$ cat config.mk
export PLATFORM = sky130hd
export DESIGN_NAME = register_field_access_policy
export DESIGN_NICKNAME = d
export VERILOG_FILES = /design/src/pkg/field_policy_pkg.sv /design/src/rtl/register_field_access_policy.sv
export SDC_FILE = /design/constraint.sdc
export NUM_CORES = 1
export LEC_CHECK = 0
export BUFFER_PORTS_ARGS = -buffer_cell sky130_fd_sc_hd__buf_2
export CORE_MARGIN = 5
export CORE_UTILIZATION = 36
export CTS_CLUSTER_DIAMETER = 50
export DETAILED_ROUTE_END_ITERATION = 16
export GPL_ROUTABILITY_DRIVEN = 0
export MAX_ROUTING_LAYER = met4
export PLACE_DENSITY = 0.75
export SLEW_MARGIN = 20
export SYNTH_ARGS = -nofsm -noshare
export SYNTH_HDL_FRONTEND = slang
export SYNTH_SLANG_ARGS = --single-unit
$ cat constraint.sdc
create_clock -name mclk -period 0.8 [get_ports mclk]
set_input_delay 0.08 -clock mclk [delete_from_list [all_inputs] [get_ports mclk]]
set_output_delay 0.08 -clock mclk [all_outputs]
set_load 0.05 [all_outputs]
$ cat src/pkg/field_policy_pkg.sv
// field access policy constants shared by the policy block
// assumes one register word per access, bus in the mclk domain
package field_policy_pkg;

    // ======================================================
    // field policy codes, one per field
    typedef enum logic [3:0] {
        POL_READ_WRITE       = 4'h0,
        POL_ZERO_WRITES_DROP = 4'h1,
        POL_ONE_KEEP         = 4'h2,
        POL_ZERO_KEEP        = 4'h3,
        POL_W1C              = 4'h4,
        POL_READ_ONLY        = 4'h5,
        POL_WRITE_ONLY       = 4'h6,
        POL_UNSPEC_ZERO_KEEP = 4'h7,
        POL_UNSPEC_ONE_KEEP  = 4'h8
    } field_policy_t;

    // ======================================================
    // widths and reset values
    localparam int          DATA_W      = 32;
    localparam int          BIT_POL_W   = 4;
    localparam logic [31:0] STORE_RESET = 32'h0000_0000;
    localparam logic [31:0] RDATA_RESET = 32'h0000_0000;

endpackage : field_policy_pkg

$ cat src/rtl/register_field_access_policy.sv
// one register word with a policy per bit: read value and write effect
// assumes a single-cycle request strobe and hardware status inputs on mclk
`timescale 1ns/1ps

module register_field_access_policy #(
    parameter int           WIDTH  = 32,
    parameter logic [127:0] POLICY = 128'h0
) (
    // clock and reset
    input  wire logic             mclk,
    input  wire logic             sys_rst,
    // access request
    input  wire logic             req,
    input  wire logic             wr,
    input  wire logic [WIDTH-1:0] wdata,
    // answer
    output logic                  ack,
    output logic      [WIDTH-1:0] rdata,
    // hardware side
    input  wire logic [WIDTH-1:0] hw_set,
    input  wire logic [WIDTH-1:0] hw_value,
    output logic      [WIDTH-1:0] stored
);

    // ======================================================
    // per-bit policy decode
    function automatic logic [3:0] pol_of(input int i);
        pol_of = POLICY[i*4 +: 4];
    endfunction : pol_of

    logic [WIDTH-1:0] is_rw;
    logic [WIDTH-1:0] is_one;
    logic [WIDTH-1:0] is_w1c;
    logic [WIDTH-1:0] is_ro;
    logic [WIDTH-1:0] is_wo;
    logic [WIDTH-1:0] is_zd;
    logic [WIDTH-1:0] is_zk;
    logic [WIDTH-1:0] is_ok;
    logic [WIDTH-1:0] is_uz;
    logic [WIDTH-1:0] is_uo;
    logic [WIDTH-1:0] store;

    for (genvar g = 0; g < WIDTH; g++) begin : g_dec
        assign is_rw[g]  = pol_of(g) == field_policy_pkg::POL_READ_WRITE;
        assign is_one[g] = pol_of(g) == field_policy_pkg::POL_ONE_KEEP
                        || pol_of(g) == field_policy_pkg::POL_UNSPEC_ONE_KEEP;
        assign is_w1c[g] = pol_of(g) == field_policy_pkg::POL_W1C;
        assign is_ro[g]  = pol_of(g) == field_policy_pkg::POL_READ_ONLY;
        assign is_wo[g]  = pol_of(g) == field_policy_pkg::POL_WRITE_ONLY;
        // constant-field decode for the checks
        assign is_zd[g]  = pol_of(g) == field_policy_pkg::POL_ZERO_WRITES_DROP;
        assign is_zk[g]  = pol_of(g) == field_policy_pkg::POL_ZERO_KEEP;
        assign is_ok[g]  = pol_of(g) == field_policy_pkg::POL_ONE_KEEP;
        assign is_uz[g]  = pol_of(g) == field_policy_pkg::POL_UNSPEC_ZERO_KEEP;
        assign is_uo[g]  = pol_of(g) == field_policy_pkg::POL_UNSPEC_ONE_KEEP;
    end

    // ======================================================
    // write path
    wire              do_wr    = req && wr;
    wire [WIDTH-1:0]  wr_mask  = is_rw | is_wo;
    wire [WIDTH-1:0]  clr_mask = is_w1c & wdata & {WIDTH{do_wr}};
    wire [WIDTH-1:0]  w1c_next = (store & ~clr_mask) | hw_set;
    wire [WIDTH-1:0]  ro_next  = hw_value;
    wire [WIDTH-1:0]  wr_next  = do_wr ? ((store & ~wr_mask) | (wdata & wr_mask)) : store;
    wire [WIDTH-1:0]  next_store = (wr_next & wr_mask) | (w1c_next & is_w1c)
                                 | (ro_next & is_ro);

    // ======================================================
    // read path
    // unspecified and write-only read constants
    wire [WIDTH-1:0]  rd_val = (store & (is_rw | is_w1c | is_ro)) | is_one;

    always_ff @(posedge mclk) begin
        if (sys_rst) begin
            store <= field_policy_pkg::STORE_RESET[WIDTH-1:0];
            stored <= field_policy_pkg::STORE_RESET[WIDTH-1:0];
            rdata <= field_policy_pkg::RDATA_RESET[WIDTH-1:0];
            ack   <= 1'b0;
        end else begin
            store  <= next_store;
            stored <= next_store;
            ack   <= req;
            rdata <= (req && !wr) ? rd_val : field_policy_pkg::RDATA_RESET[WIDTH-1:0];
        end
    end

    // ======================================================
    // checks
    // answer next cycle
    property p_ack_one_cycle;
        @(posedge mclk) disable iff (sys_rst) req |=> ack;
    endproperty
    a_ack_one_cycle: assert property (p_ack_one_cycle)
        else $error("no ack after req");

    property p_ack_needs_req;
        @(posedge mclk) disable iff (sys_rst) !req |=> !ack;
    endproperty
    a_ack_needs_req: assert property (p_ack_needs_req)
        else $error("ack without req");

    property p_one_reads;
        @(posedge mclk) disable iff (sys_rst)
            (req && !wr) |=> ((rdata & is_one) == is_one);
    endproperty
    a_one_reads: assert property (p_one_reads)
        else $error("one field read not one");

    property p_const_zero;
        @(posedge mclk) disable iff (sys_rst)
            (req && !wr) |=> ((rdata & ~(is_rw | is_w1c | is_ro | is_one)) == '0);
    endproperty
    a_const_zero: assert property (p_const_zero)
        else $error("constant field not zero");

    property p_zero_drop_write;
        @(posedge mclk) disable iff (sys_rst)
            do_wr |=> ((store & is_zd) == '0);
    endproperty
    a_zero_drop_write: assert property (p_zero_drop_write)
        else $error("dropped field took a write");

    property p_zero_keep_read;
        @(posedge mclk) disable iff (sys_rst)
            (req && !wr) |=> ((rdata & is_zk) == '0);
    endproperty
    a_zero_keep_read: assert property (p_zero_keep_read)
        else $error("zero-keep field read not zero");

    property p_keep_write_ignored;
        @(posedge mclk) disable iff (sys_rst)
            do_wr |=> ((store & (is_zk | is_ok | is_uz | is_uo)) == '0);
    endproperty
    a_keep_write_ignored: assert property (p_keep_write_ignored)
        else $error("keep field took a write");

    property p_w1c_clear;
        @(posedge mclk) disable iff (sys_rst)
            do_wr |=> ((store & is_w1c & $past(wdata) & ~$past(hw_set)) == '0);
    endproperty
    a_w1c_clear: assert property (p_w1c_clear)
        else $error("w1c bit not cleared");

    property p_w1c_keep;
        @(posedge mclk) disable iff (sys_rst)
            1'h1 |=> ((($past(store) | $past(hw_set)) & is_w1c & ~$past(clr_mask))
                      == (store & is_w1c & ~$past(clr_mask)));
    endproperty
    a_w1c_keep: assert property (p_w1c_keep)
        else $error("w1c bit lost");

    property p_ro_follows;
        @(posedge mclk) disable iff (sys_rst)
            1'h1 |=> ((store & is_ro) == ($past(hw_value) & is_ro));
    endproperty
    a_ro_follows: assert property (p_ro_follows)
        else $error("read-only bit wrong");

    property p_rw_write;
        @(posedge mclk) disable iff (sys_rst)
            do_wr |=> ((store & wr_mask) == ($past(wdata) & wr_mask));
    endproperty
    a_rw_write: assert property (p_rw_write)
        else $error("writable bit not written");

    property p_read_keeps;
        @(posedge mclk) disable iff (sys_rst)
            (req && !wr) |=> ((store & wr_mask) == ($past(store) & wr_mask));
    endproperty
    a_read_keeps: assert property (p_read_keeps)
        else $error("read disturbed store");

    property p_unspec_zero_read;
        @(posedge mclk) disable iff (sys_rst)
            (req && !wr) |=> ((rdata & is_uz) == '0);
    endproperty
    a_unspec_zero_read: assert property (p_unspec_zero_read)
        else $error("unspecified zero field read not zero");

    property p_unspec_one_read;
        @(posedge mclk) disable iff (sys_rst)
            (req && !wr) |=> ((rdata & is_uo) == is_uo);
    endproperty
    a_unspec_one_read: assert property (p_unspec_one_read)
        else $error("unspecified one field read not one");

    property p_one_keep_read;
        @(posedge mclk) disable iff (sys_rst)
            (req && !wr) |=> ((rdata & is_ok) == is_ok);
    endproperty
    a_one_keep_read: assert property (p_one_keep_read)
        else $error("one-keep field read not one");

    property p_wo_hidden;
        @(posedge mclk) disable iff (sys_rst)
            (req && !wr) |=> ((rdata & is_wo) == '0);
    endproperty
    a_wo_hidden: assert property (p_wo_hidden)
        else $error("write-only bit exposed");

    property p_write_rdata_zero;
        @(posedge mclk) disable iff (sys_rst)
            do_wr |=> (rdata == '0);
    endproperty
    a_write_rdata_zero: assert property (p_write_rdata_zero)
        else $error("read data on a write answer");

endmodule : register_field_access_policy

# [Word-level counts from Yosys, hierarchy flattened]
# Cells that the tools add are included.
[op_classes] reduce_logical=4 div_mod_pow=0 bitwise_logic=1 n_eq_ne=0 n_lt_le_gt_ge=0 add_sub_neg=0 n_mux=0 n_mul=0 shifts=0
[ops] operator="1-bit logical AND" count=2
[ops] operator="2-bit OR reduction" count=1
[ops] operator="1-bit logical NOT" count=1
[ops] operator="1-bit inverter" count=1
[totals] mem_count=0 romBits=0 wordCells=8 ramBits=0 output_inout_bits=65 latchBits=0 reg_bits=65

# [Logic depth before layout (Yosys ltp)]
# Gate-level depths: netlist of the first run.
[logic_depth] ltp_word=4 mapped_depth=4 depth_no_buf=2

# [Worst setup path before layout of the first run]
# OpenSTA, ideal clock, no wires.
[synth_path] kind="reg-to-reg" from="reg stored[28] (netlist name)" to="reg stored[28]" stages_incl_launch_ff=3 path_buffers=0 t_arrival_ns=0.995 path_slack_ns=-0.265 t_required_ns=0.730 path_cell_list="dfxtp_1 -> a21bo_2 -> a21oi_1"
[synth_lines] element="end signal, assigned" line_no="register_field_access_policy.sv:77" source="stored <= field_policy_pkg::STORE_RESET[WIDTH-1:0];"
[synth_lines] element="end signal, assigned" line_no="register_field_access_policy.sv:82" source="stored <= next_store;"
[synth_lines] element="end, declared" line_no="register_field_access_policy.sv:22" source="output logic [WIDTH-1:0] stored"

# [Worst setup path in the final report of the first run]
[layout_path] from="reg stored[3]" to="out stored[3]"
# No word-level cell between the ends.

==> flow_summary.json, run 1 <==
{
  "ys_async_sr_fraction_pct": 0,
  "crit_type": "reg2out",
  "critPathBufInv": 1,
  "viasPerCell": 4.749,
  "holdPathEnd": "stored[0]",
  "ys.flop_type": "dfxtp_1",
  "cp_cell_sequence": "buf_8",
  "synth_most_common_cell": "dfxtp_1",
  "die-area_mm2": 0.008172,
  "leakage_nw": 1.847,
  "rr_worst_depth": 3,
  "dp_cells": 379,
  "grt_pass1_wl_um": 11450,
  "cts_tree": "built",
  "clock_sinks": 65,
  "netlist_area_mm2": 0.002327,
  "relSlewSlack_pct": 67.43,
  "clock_skew_ns": 0.006328,
  "final_cells": 446,
  "critPathMaxFanout": 3,
  "drive_gt1_share_pct": 61.14,
  "nets": 463,
  "clockBufferDepth": 2,
  "period_share_pct": 115.6,
  "r2r_start": "stored[14]",
  "drtIter0Drc": 73,
  "p_per_area_mw_per_mm2": 1580,
  "routed_wirelength_um": 7814,
  "cts_htree_levels": 3,
  "setup_violations": 82,
  "drtAntennaViolNets": 0,
  "root_buffer": "clkbuf_8",
  "required_ns": 0.72,
  "clock_latency_ns": 0.33,
  "final_area_mm2": 0.004382,
  "synthTopCellsByCount": "65 x dfxtp_1, 32 x a21oi_1, 32 x and2_1, 32 x nand3_1, 28 x a21bo_1",
  "period_needed_ns": 0.9247,
  "synth.area.top_cells": "dfxtp_1 56%, a21bo_1 12%, and2_1 8.6%",
  "end_kind": "output port",
  "fin_util_pct": 69.40,
  "rsz0062_at_grt": "yes",
  "maxCapViolCount": 0,
  "synth_top_cell_area_share_pct": 55.91,
  "ys_seq_area_share_pct": 55.91,
  "antenna_found_initial": 0,
  "coreArea_mm2": 0.006314,
  "boundaryPins": 165,
  "first_pass_iters": 4,
  "grt_pass1_vias": 2207,
  "start_kind": "flip-flop",
  "hold_viol_final": 0,
  "violations": "setup timing",
  "slowest_delay_ns": 0.37,
  "die_w_um": 90.40,
  "yosysWarnings": 0,
  "yosysUniqueCellTypes": 13,
  "peakVddDrop_mv": 0.9887,
  "start_util_pct": 36.86,
  "placed_cell_area_mm2": 0.002974,
  "worstReg2RegEnd": "stored[14]",
  "core.rowCount": 29,
  "synth_nets": 316,
  "grt_max_degree": 43,
  "fp.dieH_um": 90.40,
  "cp_slowest_cell": "dfxtp_4",
  "drc": 0,
  "status": "finished with violations",
  "synth_cells": 216,
  "max_freq_mhz": 1081,
  "tightest_slew_ns": 0.4886,
  "min_delay_path_depth": 3,
  "synth_edf_count": 0,
  "critPathArrivalTime_ns": 0.84,
  "synth-seq-cells": 65,
  "grt_overflow_total": 0,
  "crit_family": "flip-flops",
  "synthToLayoutAreaGrowth_pct": 88.28,
  "grt_use_total_pct": 18.32,
  "regToRegSetupSlack_ns": -0.09,
  "vias": 2118,
  "setup_ws_ns": -0.1247,
  "yosysTopAreaCell": "dfxtp_1",
  "final_max_slew_viol_count": 0,
  "clk_pin_slew_ns": 0.07,
  "p_total_mw": 6.921,
  "port_buffers": 100,
  "place.detailed.hpwl_um": 3791,
  "hold_start": "wr",
  "syn_avg_cell_area_um2": 10.77,
  "cts_buffers": 9,
  "wire_per_inst_um": 17.52,
  "timing.hold.ws_ns": 0.1324,
  "hold_class": "in2reg"
}
-- worst max-delay path by stage --
stage                     from    endpoint  slack [ns]  cells past startpoint
floorplan           stored[28]  stored[28]       -0.02                      2
global placement           req   rdata[27]       -0.06                      4
detailed placement         req    rdata[3]       -0.09                      4
CTS                  stored[0]   stored[0]       -0.14                      1
global route        stored[11]  stored[11]       -0.16                      1
finish               stored[3]   stored[3]       -0.12                      1
-- report_power, final --
part | internal, mW | switching (mW)
Combinational | 0.624 | 0.664
Sequential | 3.28 | 0.0905
Clock | 1.09 | 1.18
Total | 4.99 | 1.93
-- kinds of logic after synthesis --
family	count (synthesis)	share of synthesized area, %
AOI/OAI and AO/OA	64	20.65
buffers and inverters	21	6.882
DFF	65	55.91
and+or+nand+nor	66	16.56
-- sequential cells by signal, indices dropped and copies added, names as in the netlist --
| name | count |
|---|---|
| ack | 1 |
| rdata | 32 |
| stored | 32 |
-- metrics by stage --
stage	setup slack (ns)	TNS, ns
after floorplan	-0.02047	-0.1275
after global placement	-0.05808	-2.136
after detailed placement	-0.09114	-3.113
after CTS	-0.1425	-8.177
after global routing	-0.1570	-10.07
final	-0.1247	-7.223
-- routing by layer --
| metal | global-route usage (%) | share of wire, % |
|---|---|---|
| met1 | 17.61 | 36 |
| met2 | 33.48 | 58 |
| met3 | 5.250 | 4.2 |
| met4 | 8.685 | 1.9 |
| met5 | - | 0 |
-- area by class of cell --
type | instances | area [um^2]
fillers | 465 | 1932
repair buffers | 157 | 1734
flip-flops and latches | 65 | 1463
multi-input cells | 130 | 932.1
clock buffers | 11 | 131.4
well taps | 77 | 96.34
clock inverters | 5 | 22.52
diodes | 1 | 2.502
-- cell usage in the layout (no fill, tap or decap) --
master and count:
a21bo_2 4, a21oi_1 15, clkbuf_8 9, a21oi_2 17, clkinv_2 3, clkbuf_1 2, dfxtp_4 32, nor3b_4 1
buf_12 3, dfxtp_2 33, buf_6 16, and2_4 1, diode_2 1, a21bo_1 28, nand3_1 32, buf_2 35
buf_4 9, buf_8 62, nor2b_1 1, and2_1 31, clkinv_1 2, dlygate4sd3_1 32
-- timing repair --
action	4_1_cts	5_1_grt
hold buffers	32	0
buffers inserted	14	4
endpoints found under the setup margin	65	85
gates cloned	0	0
hold endpoints to repair	32	0
gates resized for setup	213	43
pin swaps	0	2
(Power assumes the default switching activity.)
==> inputs of run 2 (changes only) <==
CELL_PAD_IN_SITES_DETAIL_PLACEMENT = 1   (was not set)
CELL_PAD_IN_SITES_GLOBAL_PLACEMENT = 1   (was not set)
CORE_UTILIZATION = 26   (was 36)
PLACE_DENSITY = not set   (was 0.75)
PLACE_DENSITY_LB_ADDON = 0.1   (was not set)
==> run 2 against run 1 <==
  * Core utilization fell by 18 points
  * Combinational power barely moved
  * Critical endpoint is now stored[5]
  * Total power is 8.7% higher
  * The flow still finishes with violations (setup timing)
==> flow_summary.json, run 2 (same netlist as run 1, synthesis figures left out) <==
{
  "antenna_found_initial": 0,
  "min_delay_path_depth": 3,
  "required_ns": 0.72,
  "cp_slowest_cell": "dfxtp_4",
  "rr_worst_depth": 3,
  "tightest_slew_ns": 0.4494,
  "dp_slack_ns": -0.1281,
  "drtAntennaViolNets": 0,
  "cp_cell_sequence": "buf_8",
  "end_kind": "output port",
  "critPathMaxFanout": 2,
  "boundaryPins": 165,
  "start_kind": "flip-flop",
  "crit_family": "flip-flops",
  "wire_per_inst_um": 15.78,
  "n_antenna_cell": 0,
  "grt_max_degree": 34,
  "leakage_nw": 1.874,
  "vias": 2122,
  "cts_htree_levels": 3,
  "clock_skew_ns": 0.009931,
  "final_max_slew_viol_count": 0,
  "grt_pass1_wl_um": 11870,
  "crit_type": "reg2out",
  "die-area_mm2": 0.01094,
  "final_cells": 478,
  "period_needed_ns": 0.9353,
  "first_pass_iters": 4,
  "pwr-share-clk_pct": 38.4,
  "place.detailed.hpwl_um": 4375,
  "p_per_area_mw_per_mm2": 1686,
  "p_seq_share_pct": 44.8,
  "maxCapViolCount": 0,
  "timing.hold.ws_ns": 0.01624,
  "clk_pin_slew_ns": 0.08,
  "status": "finished with violations",
  "grt_pass1_vias": 2208,
  "setup_ws_ns": -0.1353,
  "p_total_mw": 7.520,
  "drtIter0Drc": 17,
  "start_util_pct": 26.69,
  "placed_cell_area_mm2": 0.003023,
  "finalSetupTns_ns": -7.171,
  "violations": "setup timing",
  "clock_latency_ns": 0.34,
  "relSlewSlack_pct": 70.04,
  "viasPerCell": 4.439,
  "routed_wirelength_um": 7542,
  "cts_tree": "built",
  "rsz0062_at_grt": "yes",
  "drive_gt1_share_pct": 60.27,
  "coreArea_mm2": 0.008721,
  "cp.depth": 1,
  "clock_sinks": 65,
  "period_share_pct": 116.9,
  "final_area_mm2": 0.004459,
  "root_buffer": "clkbuf_8",
  "layout_common_cells": "62 x buf_8, 35 x buf_2, 33 x dfxtp_2",
  "slowest_delay_ns": 0.37,
  "fp.dieH_um": 104.6,
  "setup_violations": 82,
  "grt_overflow_total": 0,
  "swShare_pct": 26.96,
  "die_w_um": 104.6,
  "fin_util_pct": 51.13,
  "synthToLayoutAreaGrowth_pct": 91.61,
  "grt_use_total_pct": 14.09,
  "reg_top3": "rdata (32), stored (32), ack (1)",
  "hold_viol_final": 0,
  "dp_cells": 413,
  "p_switching_mw": 2.028,
  "critPathArrivalTime_ns": 0.86,
  "layout_commonest_cell": "buf_8",
  "drc": 0,
  "internal_power_mw": 5.493,
  "max_freq_mhz": 1069,
  "core.rowCount": 34,
  "hold_class": "in2reg",
  "pwr-share-comb_pct": 16.9,
  "clockBufferDepth": 2,
  "peakVddDrop_mv": 0.6326,
  "port_buffers": 100,
  "cts_buffers": 9,
  "critPathBufInv": 1,
  "nets": 465
}
-- run 2: what timing repair did --
item | 4_1_cts | 5_1_grt
hold buffers | 31 | 0
setup endpoints to repair | 65 | 84
buffers inserted | 17 | 1
pin swaps | 0 | 1
gates resized for setup | 220 | 33
endpoints found under the hold margin | 31 | 0
-- run 2: layer usage --
metal	vias to the layer above	global-route usage (%)	share of wire, %
met2	54	24.12	54
li1	1036	-	-
met5	-	-	0
met4	0	5.479	1.5
met1	1021	15.70	40
met3	11	3.637	4.5
-- run 2: cell type report --
type                       count  area, um^2
sequential                    65        1463
timing repair buffer         159        1754
tap                          108       135.1
clock inverter                 5       53.80
fill                         914        4262
multi-input combinational    130       902.1
clock buffer                  11       151.4
-- run 2: final timing paths --
kind,from,endpoint,slack [ns]
max,stored[5],stored[5],-0.14
min,wdata[15],stored[15],0.02
max reg2reg,stored[18],stored[18],-0.04
min reg2reg,stored[1],rdata[1],0.49
-- run 2: power groups by stage --
| stage | clock (mW) | sequential [mW] | combinational (mW) |
|---|---|---|---|
| 6_report | 2.89 | 3.37 | 1.27 |
| 5_1_grt | 3.14 | 3.38 | 1.34 |
| 4_1_cts | 2.98 | 3.36 | 1.23 |
| 3_5_place_dp | 0 | 3.40 | 0.871 |
| 3_3_place_gp | 0 | 3.40 | 0.863 |
| 2_1_floorplan | 0 | 3.71 | 0.307 |
==> inputs of run 3 (changes only) <==
CORE_MARGIN = not set   (was 5)
REMOVE_ABC_BUFFERS = 1   (was not set)
==> run 3 against run 2 <==
  * The flow still finishes with violations (setup timing)
  * Critical path depth did not move
  * Cell count rose by 0.21%
  * Count of clock-buffer cells in the layout grew 1
  * Flip-flop and latch count unchanged
  * Core utilization shrank 0.46 points
  * Global-route usage increased by 1.8 points
  * Wire length is 8.4% lower
  * Sequential share of layout area decreased by 1.1 points
  * Clock skew is 0.0037 ns lower
  * First-iteration DRC count increased by 76%
==> flow_summary.json, run 3 (same netlist as run 1, synthesis figures left out) <==
{
  "cts_htree_levels": 3,
  "use_met3_pct": 3.902,
  "routed_wirelength_um": 6907,
  "antenna_found_initial": 0,
  "grt_pass1_wl_um": 11470,
  "n_antenna_cell": 0,
  "reg_top3": "rdata (32), stored (32), ack (1)",
  "grt-busiest-layer": "met2",
  "viasPerCell": 4.432,
  "rsz0062_at_grt": "yes",
  "relSlewSlack_pct": 85.97,
  "nets": 467,
  "layout_common_cells": "61 x dfxtp_2, 50 x buf_8, 35 x buf_2",
  "coreArea_mm2": 0.008678,
  "grt_use_met1_pct": 18.00,
  "required_ns": 0.72,
  "place.detailed.hpwl_um": 3942,
  "fp.dieH_um": 96.61,
  "vias": 2123,
  "startpoint": "stored[24]",
  "cts_tree": "built",
  "critPathBufInv": 1,
  "drive_gt1_share_pct": 63.34,
  "grt_pass1_vias": 2336,
  "boundaryPins": 165,
  "timing.hold.ws_ns": 0.2385,
  "violations": "setup timing",
  "crit_type": "reg2out",
  "max_freq_mhz": 1079,
  "tightest_slew_ns": 0.2105,
  "synthToLayoutAreaGrowth_pct": 88.98,
  "grt_overflow_total": 0,
  "start_kind": "flip-flop",
  "end_kind": "output port",
  "hold_viol_final": 0,
  "root_buffer": "clkbuf_8",
  "cp_slowest_cell": "dfxtp_2",
  "crit_family": "flip-flops",
  "peakVddDrop_mv": 0.8274,
  "setup_violations": 84,
  "cts_buffers": 9,
  "clock_sinks": 65,
  "layout_commonest_cell": "dfxtp_2",
  "period_needed_ns": 0.9266,
  "p_per_area_mw_per_mm2": 1710,
  "finalSetupTns_ns": -6.959,
  "grt_max_degree": 43,
  "leakage_nw": 1.873,
  "final_max_slew_viol_count": 0,
  "final_cells": 479,
  "placed_cell_area_mm2": 0.002933,
  "die_w_um": 96.61,
  "grt_use_total_pct": 15.87,
  "setup_ws_ns": -0.1266,
  "slowest_delay_ns": 0.36,
  "hold_start": "req",
  "dp_cells": 412,
  "cp_cell_sequence": "buf_8",
  "maxCapViolCount": 0,
  "port_buffers": 100,
  "first_pass_iters": 4,
  "drc": 0,
  "critPathMaxFanout": 3,
  "die-area_mm2": 0.009333,
  "period_share_pct": 115.8,
  "hold_class": "in2reg",
  "critPathArrivalTime_ns": 0.85,
  "clock_skew_ns": 0.006205,
  "drtIter0Drc": 30,
  "met2_usage_pct": 27.36,
  "clk_pin_slew_ns": 0.07,
  "final_area_mm2": 0.004398,
  "drtAntennaViolNets": 0,
  "clockBufferDepth": 2,
  "clock_latency_ns": 0.33,
  "wire_per_inst_um": 14.42,
  "status": "finished with violations",
  "core.rowCount": 34,
  "r2r_start": "stored[19]",
  "start_util_pct": 26.82
}
[run 3: path summary, 6_finish.rpt]
path                     end  slack, ns  cells past startpoint
setup / recovery  stored[24]      -0.13                      1
hold / removal           ack       0.24                      3
setup reg to reg  stored[19]      -0.05                      3
hold reg to reg    rdata[16]       0.49                      1
[run 3: stage by stage]
stage | utilization, % | worst slack (ns) | power [mW]
floorplan | - | -0.2642 | 3.919
global placement | 33.79 | -0.08003 | 4.333
detailed placement | 33.79 | -0.1035 | 4.340
CTS | 48.77 | -0.1549 | 7.596
global route | 50.68 | -0.1613 | 7.853
finish | 50.68 | -0.1266 | 7.522
[run 3: worst reg2reg max path, cell delays in order, from the launching register on]
cell,delay (ns)
dfxtp_2,0.35
buf_4,0.12
a21bo_1,0.20
a21oi_2,0.12
[run 3: final cells by class]
type                            count  area, um^2
Timing Repair Buffer              161        1722
Clock inverter                      3       40.04
Multi-Input combinational cell    130       953.4
Clock buffer                       12       155.1
Fill cell                         920        4280
Sequential cell                    65        1393
Tap cell                          108       135.1
[run 3: report_power, final]
group          switching [mW]  leakage [nW]  total [mW]  internal (mW)
Combinational           0.661          1.21        1.30          0.640
Sequential             0.0869         0.559        3.42           3.34
Clock                    1.21         0.102        2.80           1.58
Total                    1.96          1.87        7.52           5.56
[run 3: routing by layer]
layer  vias to the layer above  wire length [um]
met3                        10               325
met1                      1007              3004
met2                        69              3481
met5                         -                 0
li1                       1037                 -
met4                         0                96
[run 3: repair_timing]
item	4_1_cts	5_1_grt
gates resized for setup	240	39
hold buffers	32	0
pin swaps	17	8
buffers inserted	17	3
hold endpoints to repair	32	0
setup endpoints to repair	66	90
